$ cat config.mk
export PLATFORM = sky130hd
export DESIGN_NAME = ftb_top
export DESIGN_NICKNAME = d
export VERILOG_FILES = /design/src/rtl/ftb_pkg.sv /design/src/rtl/ftb_top.sv
export SDC_FILE = /design/constraint.sdc
export NUM_CORES = 1
export LEC_CHECK = 0
export BUFFER_PORTS_ARGS = -buffer_cell sky130_fd_sc_hd__buf_2
export CAP_MARGIN = 10
export CELL_PAD_IN_SITES_DETAIL_PLACEMENT = 1
export CELL_PAD_IN_SITES_GLOBAL_PLACEMENT = 1
export CORE_MARGIN = 3
export CORE_UTILIZATION = 30
export DETAILED_ROUTE_END_ITERATION = 10
export GPL_TIMING_DRIVEN = 0
export HOLD_SLACK_MARGIN = 0.02
export PLACE_DENSITY = 0.56
export SKIP_CTS_REPAIR_TIMING = 1
export SYNTH_ARGS = -nofsm -noshare
export SYNTH_HDL_FRONTEND = slang
export SYNTH_SLANG_ARGS = --single-unit
$ cat constraint.sdc
create_clock -name clk_i -period 16.3 [get_ports clk_i]
set_clock_uncertainty 0.15 [all_clocks]
set_input_delay 1.63 -clock clk_i [delete_from_list [all_inputs] [get_ports clk_i]]
set_output_delay 1.63 -clock clk_i [all_outputs]
set_load 0.005 [all_outputs]
$ cat src/rtl/ftb_pkg.sv
// shared constants for the flow totalizer with batch dispenser
`default_nettype none
package ftb_pkg;
   // ==========================================================
   // bus register byte offsets
   localparam logic [7:0] FTB_OFS_CTRL = 8'h00;   // overflow mode, resolution
   localparam logic [7:0] FTB_OFS_CMD = 8'h04;    // write-only command strobes
   localparam logic [7:0] FTB_OFS_STAT = 8'h08;   // block state
   localparam logic [7:0] FTB_OFS_TOTAL = 8'h0C;  // bcd total
   localparam logic [7:0] FTB_OFS_TIME = 8'h10;   // hours, minutes, seconds
   localparam logic [7:0] FTB_OFS_PEAK = 8'h14;   // peak flow sample
   localparam logic [7:0] FTB_OFS_REMAIN = 8'h18; // bcd remaining quantity
   localparam logic [7:0] FTB_OFS_STAGE = 8'h1C;  // panel entry, set key commits
   localparam logic [7:0] FTB_OFS_BATCH = 8'h5C;  // serial register 92
   // ==========================================================
   // field positions
   localparam int FTB_CMD_CLEAR = 0;     // serial clear command
   localparam int FTB_CMD_COMMIT = 1;    // commit staged target
   localparam int FTB_CMD_TOGGLE = 2;    // swap primary display
   localparam int FTB_CTRL_FRAC = 2;     // two fractional digits when set
   localparam int FTB_TIME_MIN_LSB = 6;  // minutes field
   localparam int FTB_TIME_HRS_LSB = 12; // hours field
   // ==========================================================
   // overflow policies
   localparam logic [1:0] FTB_OVF_SAT = 2'h0;   // stop at maximum
   localparam logic [1:0] FTB_OVF_WRAP = 2'h1;  // silent wrap
   localparam logic [1:0] FTB_OVF_NOTE = 2'h2;  // wrap and flag
   localparam logic [1:0] FTB_CTRL_RST = 2'h0;  // reset policy
   // ==========================================================
   // digit and time limits
   localparam logic [3:0] FTB_DIG_MAX = 4'h9;
   localparam logic [3:0] FTB_DIG_TEN = 4'hA;
   localparam logic [13:0] FTB_HRS_MAX = 14'h270F; // 9999 hours
   localparam logic [5:0] FTB_MS_MAX = 6'h3B;      // 59 min or s
   // ==========================================================
   // timing: one second at the core clock
   localparam int FTB_CLK_NS = 10;          // 100 MHz period
   localparam int FTB_SEC_NS = 1000000000;  // one second in ns
   localparam int FTB_SEC_CYC = FTB_SEC_NS / FTB_CLK_NS;
   // batch states
   typedef enum logic [1:0] {
      FTB_B_IDLE = 2'b00,  // batch mode off
      FTB_B_RUN = 2'b01,   // dispensing toward target
      FTB_B_DONE = 2'b10   // target reached, flow stopped
   } ftb_batch_e;
endpackage : ftb_pkg
`default_nettype wire

$ cat src/rtl/ftb_top.sv
// flow totalizer, elapsed timer, peak hold and batch dispenser
`default_nettype none
module ftb_top #(
   parameter int DIGITS = 8,                   // bcd digits of the total
   parameter int SAMPLE_W = 8,                 // flow sample width
   parameter int SETPOINT_W = 16,              // setpoint width
   parameter int SEC_CYCLES = ftb_pkg::FTB_SEC_CYC // cycles per second
) (
   input wire logic clk_i,                     // core clock
   input wire logic rst_i,                     // sync reset, high
   input wire logic wb_cyc_i,                  // wishbone cycle
   input wire logic wb_stb_i,                  // wishbone strobe
   input wire logic wb_we_i,                   // write enable
   input wire logic [7:0] wb_adr_i,            // byte address
   input wire logic [3:0] wb_sel_i,            // byte lanes
   input wire logic [31:0] wb_dat_i,           // write data
   output logic [31:0] wb_dat_o,               // read data
   output logic wb_ack_o,                      // one-cycle ack
   input wire logic reset_key_i,               // panel reset key, pin
   input wire logic toggle_key_i,              // panel total/time key, pin
   input wire logic set_key_i,                 // panel set key, pin
   input wire logic power_lost_i,              // power-loss level, pin
   input wire logic meas_tick_i,               // measurement tick pulse
   input wire logic [SAMPLE_W-1:0] flow_sample_i, // scaled flow per tick
   input wire logic [SETPOINT_W-1:0] flow_target_key_i, // active setpoint
   output logic flow_en_o,                     // valve may open
   output logic disp_time_o,                   // primary shows time
   output logic frac_digits_o,                 // two fractional digits
   output logic overflow_o,                    // overflow error shown
   output logic batch_done_o                   // batch complete
);
   import ftb_pkg::*;

   localparam int TW = 4 * DIGITS;             // total width
   localparam int PW = SAMPLE_W + 8;           // pending step width
   localparam int DW = $clog2(SEC_CYCLES);     // divider width

   // ==========================================================
   // elaboration checks
   if (DIGITS < 1 || DIGITS > 8) begin : g_chk_dig
      $error("DIGITS must be 1..8 to fit a bus word");
   end
   if (SEC_CYCLES < 2) begin : g_chk_sec
      $error("SEC_CYCLES must be at least 2");
   end
   if (SAMPLE_W < 1 || SAMPLE_W > 24 || SETPOINT_W < 1) begin : g_chk_w
      $error("sample or setpoint width out of range");
   end

   // ==========================================================
   // state record
   typedef struct packed {
      logic [3:0] pin_s1;          // first sync stage, pins
      logic [3:0] pin_s2;          // second sync stage
      logic [3:0] pin_s3;          // edge history
      logic ack;                   // bus ack
      logic [31:0] rdat;           // bus read data
      logic [1:0] ovf_mode;        // overflow policy
      logic frac;                  // resolution choice
      logic [TW-1:0] total;        // bcd total
      logic [PW-1:0] pend;         // units still to count
      logic ovf;                   // sticky overflow error
      logic [DW-1:0] div;          // second divider
      logic [13:0] hrs;            // elapsed hours
      logic [5:0] mins;            // elapsed minutes
      logic [5:0] secs;            // elapsed seconds
      logic [SAMPLE_W-1:0] peak;   // highest sample
      logic [TW-1:0] stage;        // panel entry, not yet live
      logic [TW-1:0] target;       // live batch target
      ftb_batch_e bst;             // batch state
      logic done;                  // batch complete flag
      logic flow_en;               // valve enable
      logic disp;                  // primary display select
      logic [TW-1:0] remain;       // remaining quantity
   } ftb_state_s;

   ftb_state_s q_r;                // registered state
   ftb_state_s q_nxt;              // next state

   // ==========================================================
   // per-digit bcd increment and remaining subtraction
   logic [DIGITS:0] inc_c;         // increment carry chain
   logic [DIGITS:0] sub_b;         // subtraction borrow chain
   logic [TW-1:0] inc_w;           // total plus one unit
   logic [TW-1:0] rem_w;           // target minus total
   assign inc_c[0] = 1'b1;
   assign sub_b[0] = 1'b0;
   for (genvar i = 0; i < DIGITS; i++) begin : g_dig
      logic [3:0] d;               // total digit
      logic [4:0] df;              // signed digit difference
      assign d = q_r.total[4*i +: 4];
      // a digit at nine with carry in rolls to zero
      assign inc_c[i+1] = inc_c[i] & (d == FTB_DIG_MAX);
      assign inc_w[4*i +: 4] = (inc_c[i] & (d == FTB_DIG_MAX)) ? 4'h0
                               : d + {3'h0, inc_c[i]};
      assign df = {1'b0, q_r.target[4*i +: 4]} - {1'b0, d}
                  - {4'h0, sub_b[i]};
      assign sub_b[i+1] = df[4];
      // a negative digit gets ten added back
      assign rem_w[4*i +: 4] = df[4] ? df[3:0] + FTB_DIG_TEN : df[3:0];
   end

   // ==========================================================
   // decoded events
   logic all9;                     // total at maximum count
   logic step;                     // count one unit this cycle
   logic clr;                      // any clear source
   logic commit;                   // target commit this cycle
   logic [TW-1:0] commit_val;      // value being committed
   logic sec_tick;                 // one-second enable
   logic reached;                  // total at or past target
   logic wb_req;                   // new bus request
   logic wb_wr;                    // new bus write
   logic key_reset;                // reset key press edge
   logic key_toggle;               // toggle key press edge
   logic key_set;                  // set key press edge
   logic time_max;                 // timer at its ceiling

   assign all9 = inc_c[DIGITS];
   assign step = (q_r.pend != '0);
   assign wb_req = wb_cyc_i & wb_stb_i & ~q_r.ack;
   assign wb_wr = wb_req & wb_we_i & (&wb_sel_i);
   assign key_reset = q_r.pin_s2[0] & ~q_r.pin_s3[0];
   assign key_toggle = q_r.pin_s2[1] & ~q_r.pin_s3[1];
   assign key_set = q_r.pin_s2[2] & ~q_r.pin_s3[2];
   // key, serial and power loss all clear the counts
   assign clr = key_reset | q_r.pin_s2[3]
                | (wb_wr & (wb_adr_i == FTB_OFS_CMD)
                   & wb_dat_i[FTB_CMD_CLEAR]);
   // a host write to the batch register commits like the set key
   assign commit = key_set | (wb_wr & (wb_adr_i == FTB_OFS_BATCH))
                   | (wb_wr & (wb_adr_i == FTB_OFS_CMD)
                      & wb_dat_i[FTB_CMD_COMMIT]);
   assign commit_val = (wb_wr & (wb_adr_i == FTB_OFS_BATCH))
                       ? wb_dat_i[TW-1:0] : q_r.stage;
   assign sec_tick = (q_r.div == DW'(SEC_CYCLES - 1));
   assign reached = (q_r.total >= q_r.target);
   assign time_max = (q_r.hrs == FTB_HRS_MAX) & (q_r.mins == FTB_MS_MAX)
                     & (q_r.secs == FTB_MS_MAX);

   // ==========================================================
   // next-state logic
   always_comb begin
      q_nxt = q_r;
      // pins pass two flops before use; s1 feeds only s2
      q_nxt.pin_s1 = {power_lost_i, set_key_i, toggle_key_i, reset_key_i};
      q_nxt.pin_s2 = q_r.pin_s1;
      q_nxt.pin_s3 = q_r.pin_s2;

      // bus slave: ack one cycle after request, then drop
      q_nxt.ack = wb_req;
      q_nxt.rdat = 32'h0;
      if (wb_req && !wb_we_i) begin
         case (wb_adr_i)
            FTB_OFS_CTRL: q_nxt.rdat = 32'({q_r.frac, q_r.ovf_mode});
            FTB_OFS_STAT: q_nxt.rdat = 32'({q_r.disp, q_r.done,
                                            q_r.bst == FTB_B_RUN,
                                            q_r.flow_en, q_r.ovf});
            FTB_OFS_TOTAL: q_nxt.rdat = 32'(q_r.total);
            FTB_OFS_TIME: q_nxt.rdat = 32'({q_r.hrs, q_r.mins, q_r.secs});
            FTB_OFS_PEAK: q_nxt.rdat = 32'(q_r.peak);
            FTB_OFS_REMAIN: q_nxt.rdat = 32'(q_r.remain);
            FTB_OFS_STAGE: q_nxt.rdat = 32'(q_r.stage);
            FTB_OFS_BATCH: q_nxt.rdat = 32'(q_r.target);
            default: q_nxt.rdat = 32'h0; // unmapped reads as zero
         endcase
      end
      if (wb_wr && wb_adr_i == FTB_OFS_CTRL) begin
         q_nxt.ovf_mode = wb_dat_i[1:0];
         q_nxt.frac = wb_dat_i[FTB_CTRL_FRAC];
      end
      // staged entry has no effect until committed
      if (wb_wr && wb_adr_i == FTB_OFS_STAGE) begin
         q_nxt.stage = wb_dat_i[TW-1:0];
      end

      // display swap on key or host command
      if (key_toggle || (wb_wr && wb_adr_i == FTB_OFS_CMD
                         && wb_dat_i[FTB_CMD_TOGGLE])) begin
         q_nxt.disp = ~q_r.disp;
      end

      // one-second divider runs free
      q_nxt.div = sec_tick ? '0 : q_r.div + DW'(1);

      if (clr) begin
         // counts restart; target is kept
         q_nxt.total = '0;
         q_nxt.ovf = 1'b0;
         q_nxt.hrs = '0;
         q_nxt.mins = '0;
         q_nxt.secs = '0;
         q_nxt.peak = '0;
         // a tick in the clear cycle counts after the clear
         q_nxt.pend = meas_tick_i ? PW'(flow_sample_i) : '0;
         if (meas_tick_i) begin
            q_nxt.peak = flow_sample_i;
         end
      end else begin
         // sample joins pending units, one unit counted per cycle
         // limitation: samples must not outpace the clock
         if (meas_tick_i) begin
            q_nxt.pend = (q_r.pend > ~PW'(flow_sample_i)) ? '1
                         : q_r.pend + PW'(flow_sample_i)
                           - PW'(step);
         end else if (step) begin
            q_nxt.pend = q_r.pend - PW'(1);
         end
         if (step) begin
            if (!all9) begin
               q_nxt.total = inc_w;
            end else if (q_r.ovf_mode == FTB_OVF_SAT) begin
               q_nxt.pend = '0; // hold at maximum
            end else begin
               q_nxt.total = '0; // roll over
               if (q_r.ovf_mode == FTB_OVF_NOTE) begin
                  q_nxt.ovf = 1'b1; // flag and go on
               end
            end
         end
         // peak holds the largest sample since clear
         if (meas_tick_i && flow_sample_i > q_r.peak) begin
            q_nxt.peak = flow_sample_i;
         end
         // hms timer, stuck at its ceiling
         if (sec_tick && !time_max) begin
            if (q_r.secs != FTB_MS_MAX) begin
               q_nxt.secs = q_r.secs + 6'h1;
            end else begin
               q_nxt.secs = '0;
               if (q_r.mins != FTB_MS_MAX) begin
                  q_nxt.mins = q_r.mins + 6'h1;
               end else begin
                  q_nxt.mins = '0;
                  q_nxt.hrs = q_r.hrs + 14'h1;
               end
            end
         end
      end

      // batch sequencing
      case (q_r.bst)
         FTB_B_IDLE: begin
            q_nxt.done = 1'b0;
         end
         FTB_B_RUN: begin
            // target reached: stop and report done
            if (reached && !clr) begin
               q_nxt.bst = FTB_B_DONE;
               q_nxt.done = 1'b1;
            end
         end
         FTB_B_DONE: begin
            // a clear restarts the same size batch
            if (clr) begin
               q_nxt.bst = FTB_B_RUN;
               q_nxt.done = 1'b0;
            end
         end
         default: begin
            q_nxt.bst = FTB_B_IDLE;
            q_nxt.done = 1'b0;
         end
      endcase
      if (commit) begin
         q_nxt.target = commit_val;
         // zero turns batch mode off, nonzero arms it
         q_nxt.bst = (commit_val == '0) ? FTB_B_IDLE : FTB_B_RUN;
         q_nxt.done = 1'b0;
      end

      // remaining quantity, zero once target met
      q_nxt.remain = reached ? '0 : rem_w;
      // valve opens on nonzero setpoint unless batch done
      q_nxt.flow_en = (flow_target_key_i != '0)
                      && (q_nxt.bst != FTB_B_DONE);
   end

   // ==========================================================
   // state register; target resets once, power loss leaves it alone
   always_ff @(posedge clk_i) begin
      if (rst_i) begin
         q_r <= '0;
         q_r.ovf_mode <= FTB_CTRL_RST;
         q_r.bst <= FTB_B_IDLE;
      end else begin
         q_r <= q_nxt;
      end
   end

   // outputs straight from flops
   assign wb_dat_o = q_r.rdat;
   assign wb_ack_o = q_r.ack;
   assign flow_en_o = q_r.flow_en;
   assign disp_time_o = q_r.disp;
   assign frac_digits_o = q_r.frac;
   assign overflow_o = q_r.ovf;
   assign batch_done_o = q_r.done;
endmodule : ftb_top
`default_nettype wire
* Word-level counts from Yosys, hierarchy flattened *
Cells that the tools add are included.

storage, ports and cells
  register bits = 258
  input port bits = 78
  output and inout port bits = 38
  word-level logic and storage cells = 197

operators by class
  add/subtract/negate cells = 38
  magnitude comparators = 3
  eq/ne operators = 29
  mux-type cells = 40
  bitwise gates (word level) = 34
  reduce and logical (&&, ||, !) cells = 31

operators by type and width
  kind                                                                    number
  32-bit case mux with 8 select lines                                     1
  32-bit 2-to-1 mux                                                       3
  16-bit 2-to-1 mux                                                       4
  4-bit 2-to-1 mux                                                        15
  17-bit 2-to-1 mux                                                       3
  4-bit by 4-bit subtractor with 5-bit output                             8
  5-bit by 1-bit subtractor with 5-bit output                             7
  4-bit adder (second input constant)                                     8
  4-bit equality test (second input constant)                             8
  8-bit by 5-bit equality test with 1-bit output (second input constant)  4
  32-bit greater-or-equal comparator                                      1
  32-bit logical NOT                                                      1
  8-bit 2-to-1 mux                                                        4
  16-bit nonzero test                                                     2
  4-bit by 1-bit adder with 4-bit output                                  7
  27-bit by 1-bit adder with 27-bit output (second input constant)        1
  27-bit equality test (second input constant)                            1
  1-bit bitwise AND                                                       20
  16-bit by 8-bit adder with 16-bit output                                1
  8-bit by 4-bit equality test with 1-bit output (second input constant)  2
  16-bit greater-than comparator                                          1
  8-bit NOT with 16-bit output                                            1
  16-bit by 1-bit subtractor with 16-bit output                           1
  16-bit by 1-bit subtractor with 16-bit output (second input constant)   1
  30 further kinds                                                        70

* Depth between registers and ports, before layout *
  depth after elaboration = 14
  depth in mapped cells = 63
  mapped depth without buffers = 63

* Worst setup path before layout *
OpenSTA, ideal clock, no wires.

  path kind = register -> register
  start point = register q_r, in the netlist g_dig[0].d[0]
  end point = register q_r[31] in the netlist's numbering
  setup time = 0.118 ns
  data arrival time = 11.335 ns
  data required time = 16.032 ns
  slack = 4.697 ns
  cell stages (with the launch flop) = 61
  path buffers = 0
  period minus slack after synthesis = 11.603 ns
  path through = dfxtp_1 ha_1 inv_1 fa_1 a21o_1 a21o_1 fa_1 inv_1 ha_1 nor2_1 fa_1 a21oi_1 nor2_1 xnor2_1 inv_1 fa_1 inv_1 fa_1 (+25 left out) nor2_1 xor2_1 fa_1 inv_1 ha_1 nor2_1 fa_1 nand2_1 a21oi_1 xnor2_1 inv_1 fa_1 inv_1 fa_1 ha_1 nor2_1 xnor2_1 nor2_1

on the way
  cells in the longest elaborated chain, start to end = 10
  elaborated cells between the ends (all ways) = 12
  those cells by class = add/sub: 9; order compare: 1; mux: 1; reduce/logical: 1

RTL lines
  what                                                       RTL line        source
  from (decl)                                                ftb_top.sv:77   ftb_state_s q_r;
  from (signal assigned)                                     ftb_top.sv:287  q_r <= q_nxt;
  4-bit by 4-bit subtractor with 5-bit output                ftb_top.sv:96   assign df = {1'b0, q_r.target[4*i +: 4]} - {1'b0, d}
  5-bit by 1-bit subtractor with 5-bit output (7 in series)  ftb_top.sv:97   - {4'h0, sub_b[i]};
  4-bit adder                                                ftb_top.sv:100  assign rem_w[4*i +: 4] = df[4] ? df[3:0] + FTB_DIG_TEN : df[3:0];
  4-bit 2-to-1 mux                                           ftb_top.sv:100

Parallel ways exist; a longest one is shown, timed or not.
A chain may end at the register's enable or synchronous reset.

* Worst setup path after layout *
Ends and elaborated chain as after synthesis.

==> flow_summary.ini <==
[timing]
rsz0062_at_grt = no
slew_viol_final = 0
final-setup-viol-count = 0
slew_headroom_pct = 15.7
finalHoldViolCount = 0
setup_slack_ns = 2.76
final.period_utilization_pct = 83.1
min_period_ns = 13.54
hold_slack_ns = 0.291
finalSetupTns_ns = 0
max_freq_ghz = 0.0738
worst_pin_slew_ns = 1.25

[global_routing]
grt_overflow = 0
antenna_found_initial = 1
grt_use_total_pct = 20.0
grt_pass1_wl_um = 83700
grt_max_degree = 12
grt_pass1_vias = 14300

[floorplan]
placementRows = 82
start_util_pct = 30.5
num_io_pins = 116
die_w_um = 233
dieArea_um2 = 54100
core_um2 = 50500
die_h_um = 233

[worst_setup_path]
path_class = register to register
worstPathArrival_ns = 13.81
crit_fanout = 8
critPathLaunchType = register
rr_worst_depth = 62
required_ns = 16.57
cpMostUsedCell = fa_1
timing.rr.start = g_dig[0].d[0]
r2r_setup_slack_ns = 2.76
slowest_stage = dfxtp_1
reg2reg_to = q_r[31]
critPathMaxStageDelay_ns = 0.57
critPathBufInv = 14
critPathTopFamily = adder cells
cp-end-kind = register

[drt]
drtIter0Drc = 817
drtAntennaViolNets = 0
drt_pre_antenna_iters = 5
num_vias = 13800
viasPerCell = 5.13
wl_per_cell_um = 20.3
wl_um = 54300
drc = 0

[final_layout]
final_cell_mix = dfxtp_1 (258), nor2_1 (195), nand2_1 (161), inv_1 (159), ha_1 (153)
final_layout_size_suffix_gt1_share_pct = 11.3
area_growth_pct = 16.3
final_common_cell = dfxtp_1
final_cells = 2679
fin_nets = 2234
num_antenna_cells = 0
fillers = 6075

[logic_synthesis]
yosys-top-cells-area = dfxtp_1 (34%), ha_1 (12%), nor2_1 (4.8%), a21oi_1 (4.7%), xnor2_1 (4.3%)
ys_async_sr_fraction_pct = 0
synth_cell_types = 70
ys_ff_latch = 258
ys.flop_type = dfxtp_1
syn_nets = 2081
avgSynthCellArea_um2 = 8.42
synth_largest_area_cell = dfxtp_1
synth_top_area_share_pct = 33.5
syn_inst = 1829
syn-cell-area_um2 = 15400
ys_seq_area_share_pct = 33.5
synth-edff-count = 0
ys_warn_count = 0

[power]
power_leakage_uw = 0.00698
powerDensity_nw_per_um2 = 123
ir_drop_v = 0.0000873

[run]
drv_cap = 0

[clock_tree]
clk_latency_ns = 0.56
root_buffer = clkbuf_16
clkSinkCount = 258
cts_buffer_depth = 3
numCtsBuffers = 35
htree_num_levels = 2
cts.clk_slew.worst_paths_ns = 0.06
cts_tree = built

[hold_path]
worstHoldStart = q_nxt[254]
holdPathEnd = q_nxt[250]
hold_depth = 1
hp-class = register to register

[placed_design]
dpl_worst_slack_ns = 2.61
place.gp.congestion = 0.829
place_inst = 2616
numPortBuffers = 113
hpwl_um = 42300

[run_status]
status = completed
-- logic make-up (layout without fill, tap and decap cells) --
group	after synthesis	in the layout	synth area share, %
adders and majority gates	174	174	15.2
DFF	258	258	33.5
buffers and inverters	266	444	7.37
AOI/OAI and AO/OA	377	377	16.0
and+or+nand+nor	600	600	18.8
xor gates and xnor gates	108	108	6.14
muxes	46	46	3.00
-- area by class of cell --
cell class,instances,area (um2),share of cell area (%)
Timing Repair Buffer,116,586,3.27
Clock inverter,13,109,0.608
Buffer,107,538,3.00
Sequential cell,258,5160,28.8
Multi-Input combinational cell,1305,9100,50.8
Inverter,159,597,3.33
Clock buffer,49,978,5.46
Tap cell,672,841,4.69
-- flip-flops by register name, indices dropped and copies added, names as in the netlist --
register	cells
q_r	180
batch_done_o	1
flow_en_o	1
wb_dat_o	32
wb_ack_o	1
disp_time_o	1
overflow_o	1
frac_digits_o	1
g_dig.d	32
q_nxt	8
-- metal layers --
metal  up-vias  global-route usage, %  part of all wire (%)  wire length, um
li1       6658                      -                     -                -
met1      6748                   26.3                    46            24900
met2       267                   33.2                    46            25200
met3        82                   3.72                   5.1             2760
met4         0                   5.77                   2.8             1500
met5         -                      0                     0                0
-- how the worst max path moves through the flow --
stage	startpoint	endpoint	slack (ns)	cells after the start
after detailed placement	g_dig[0].d[0]	q_r[31]	2.61	62
final	g_dig[0].d[0]	q_r[31]	2.76	62
after global placement	g_dig[0].d[0]	q_r[31]	2.94	62
after CTS	g_dig[0].d[0]	q_r[31]	2.56	62
after global routing	g_dig[0].d[0]	q_r[31]	1.47	62
after floorplan	g_dig[0].d[0]	q_r[31]	4.70	60
-- through the flow --
step | cell area (um2) | util (%) | total power [uW]
3_5_place_dp | 16800 | 33.3 | 1480
2_1_floorplan | 15400 | - | 1280
5_1_grt | 17900 | 35.5 | 2360
4_1_cts | 17900 | 35.5 | 2240
3_3_place_gp | 16800 | 33.3 | 1470
6_report | 17900 | 35.5 | 2210
-- worst register-to-register path, delay by kind of cell, from the launching register on --
kind                       cells  cell delay (ns)
xor gates and xnor gates       8             3.04
AOI/OAI and AO/OA              9             1.25
and+or+nand+nor               12             0.93
buffers and inverters         14             1.19
adders and majority gates     19             6.34
DFF                            1             0.57
-- power breakdown --
part	total, uW	internal (uW)	leakage (uW)	switching (uW)
Sequential	725	685	0.00210	40.4
Clock	746	436	0.000530	310
Combinational	736	309	0.00436	427
Total	2210	1430	0.00698	777
-- cell usage after synthesis (all sizes together), types with 28 or more instances --
| cell type | n |
|---|---|
| dfxtp | 258 |
| nor2 | 195 |
| nand2 | 161 |
| inv | 159 |
| ha | 153 |
| a21oi | 145 |
| xnor2 | 75 |
| clkbuf | 65 |
| a22oi | 52 |
| mux2i | 45 |
| buf | 42 |
| nand3 | 40 |
| o21ai | 40 |
| a211oi | 37 |
| xor2 | 33 |
| nor4 | 30 |
| nor3 | 28 |
No activity file was read; power rests on OpenSTA's default activity.
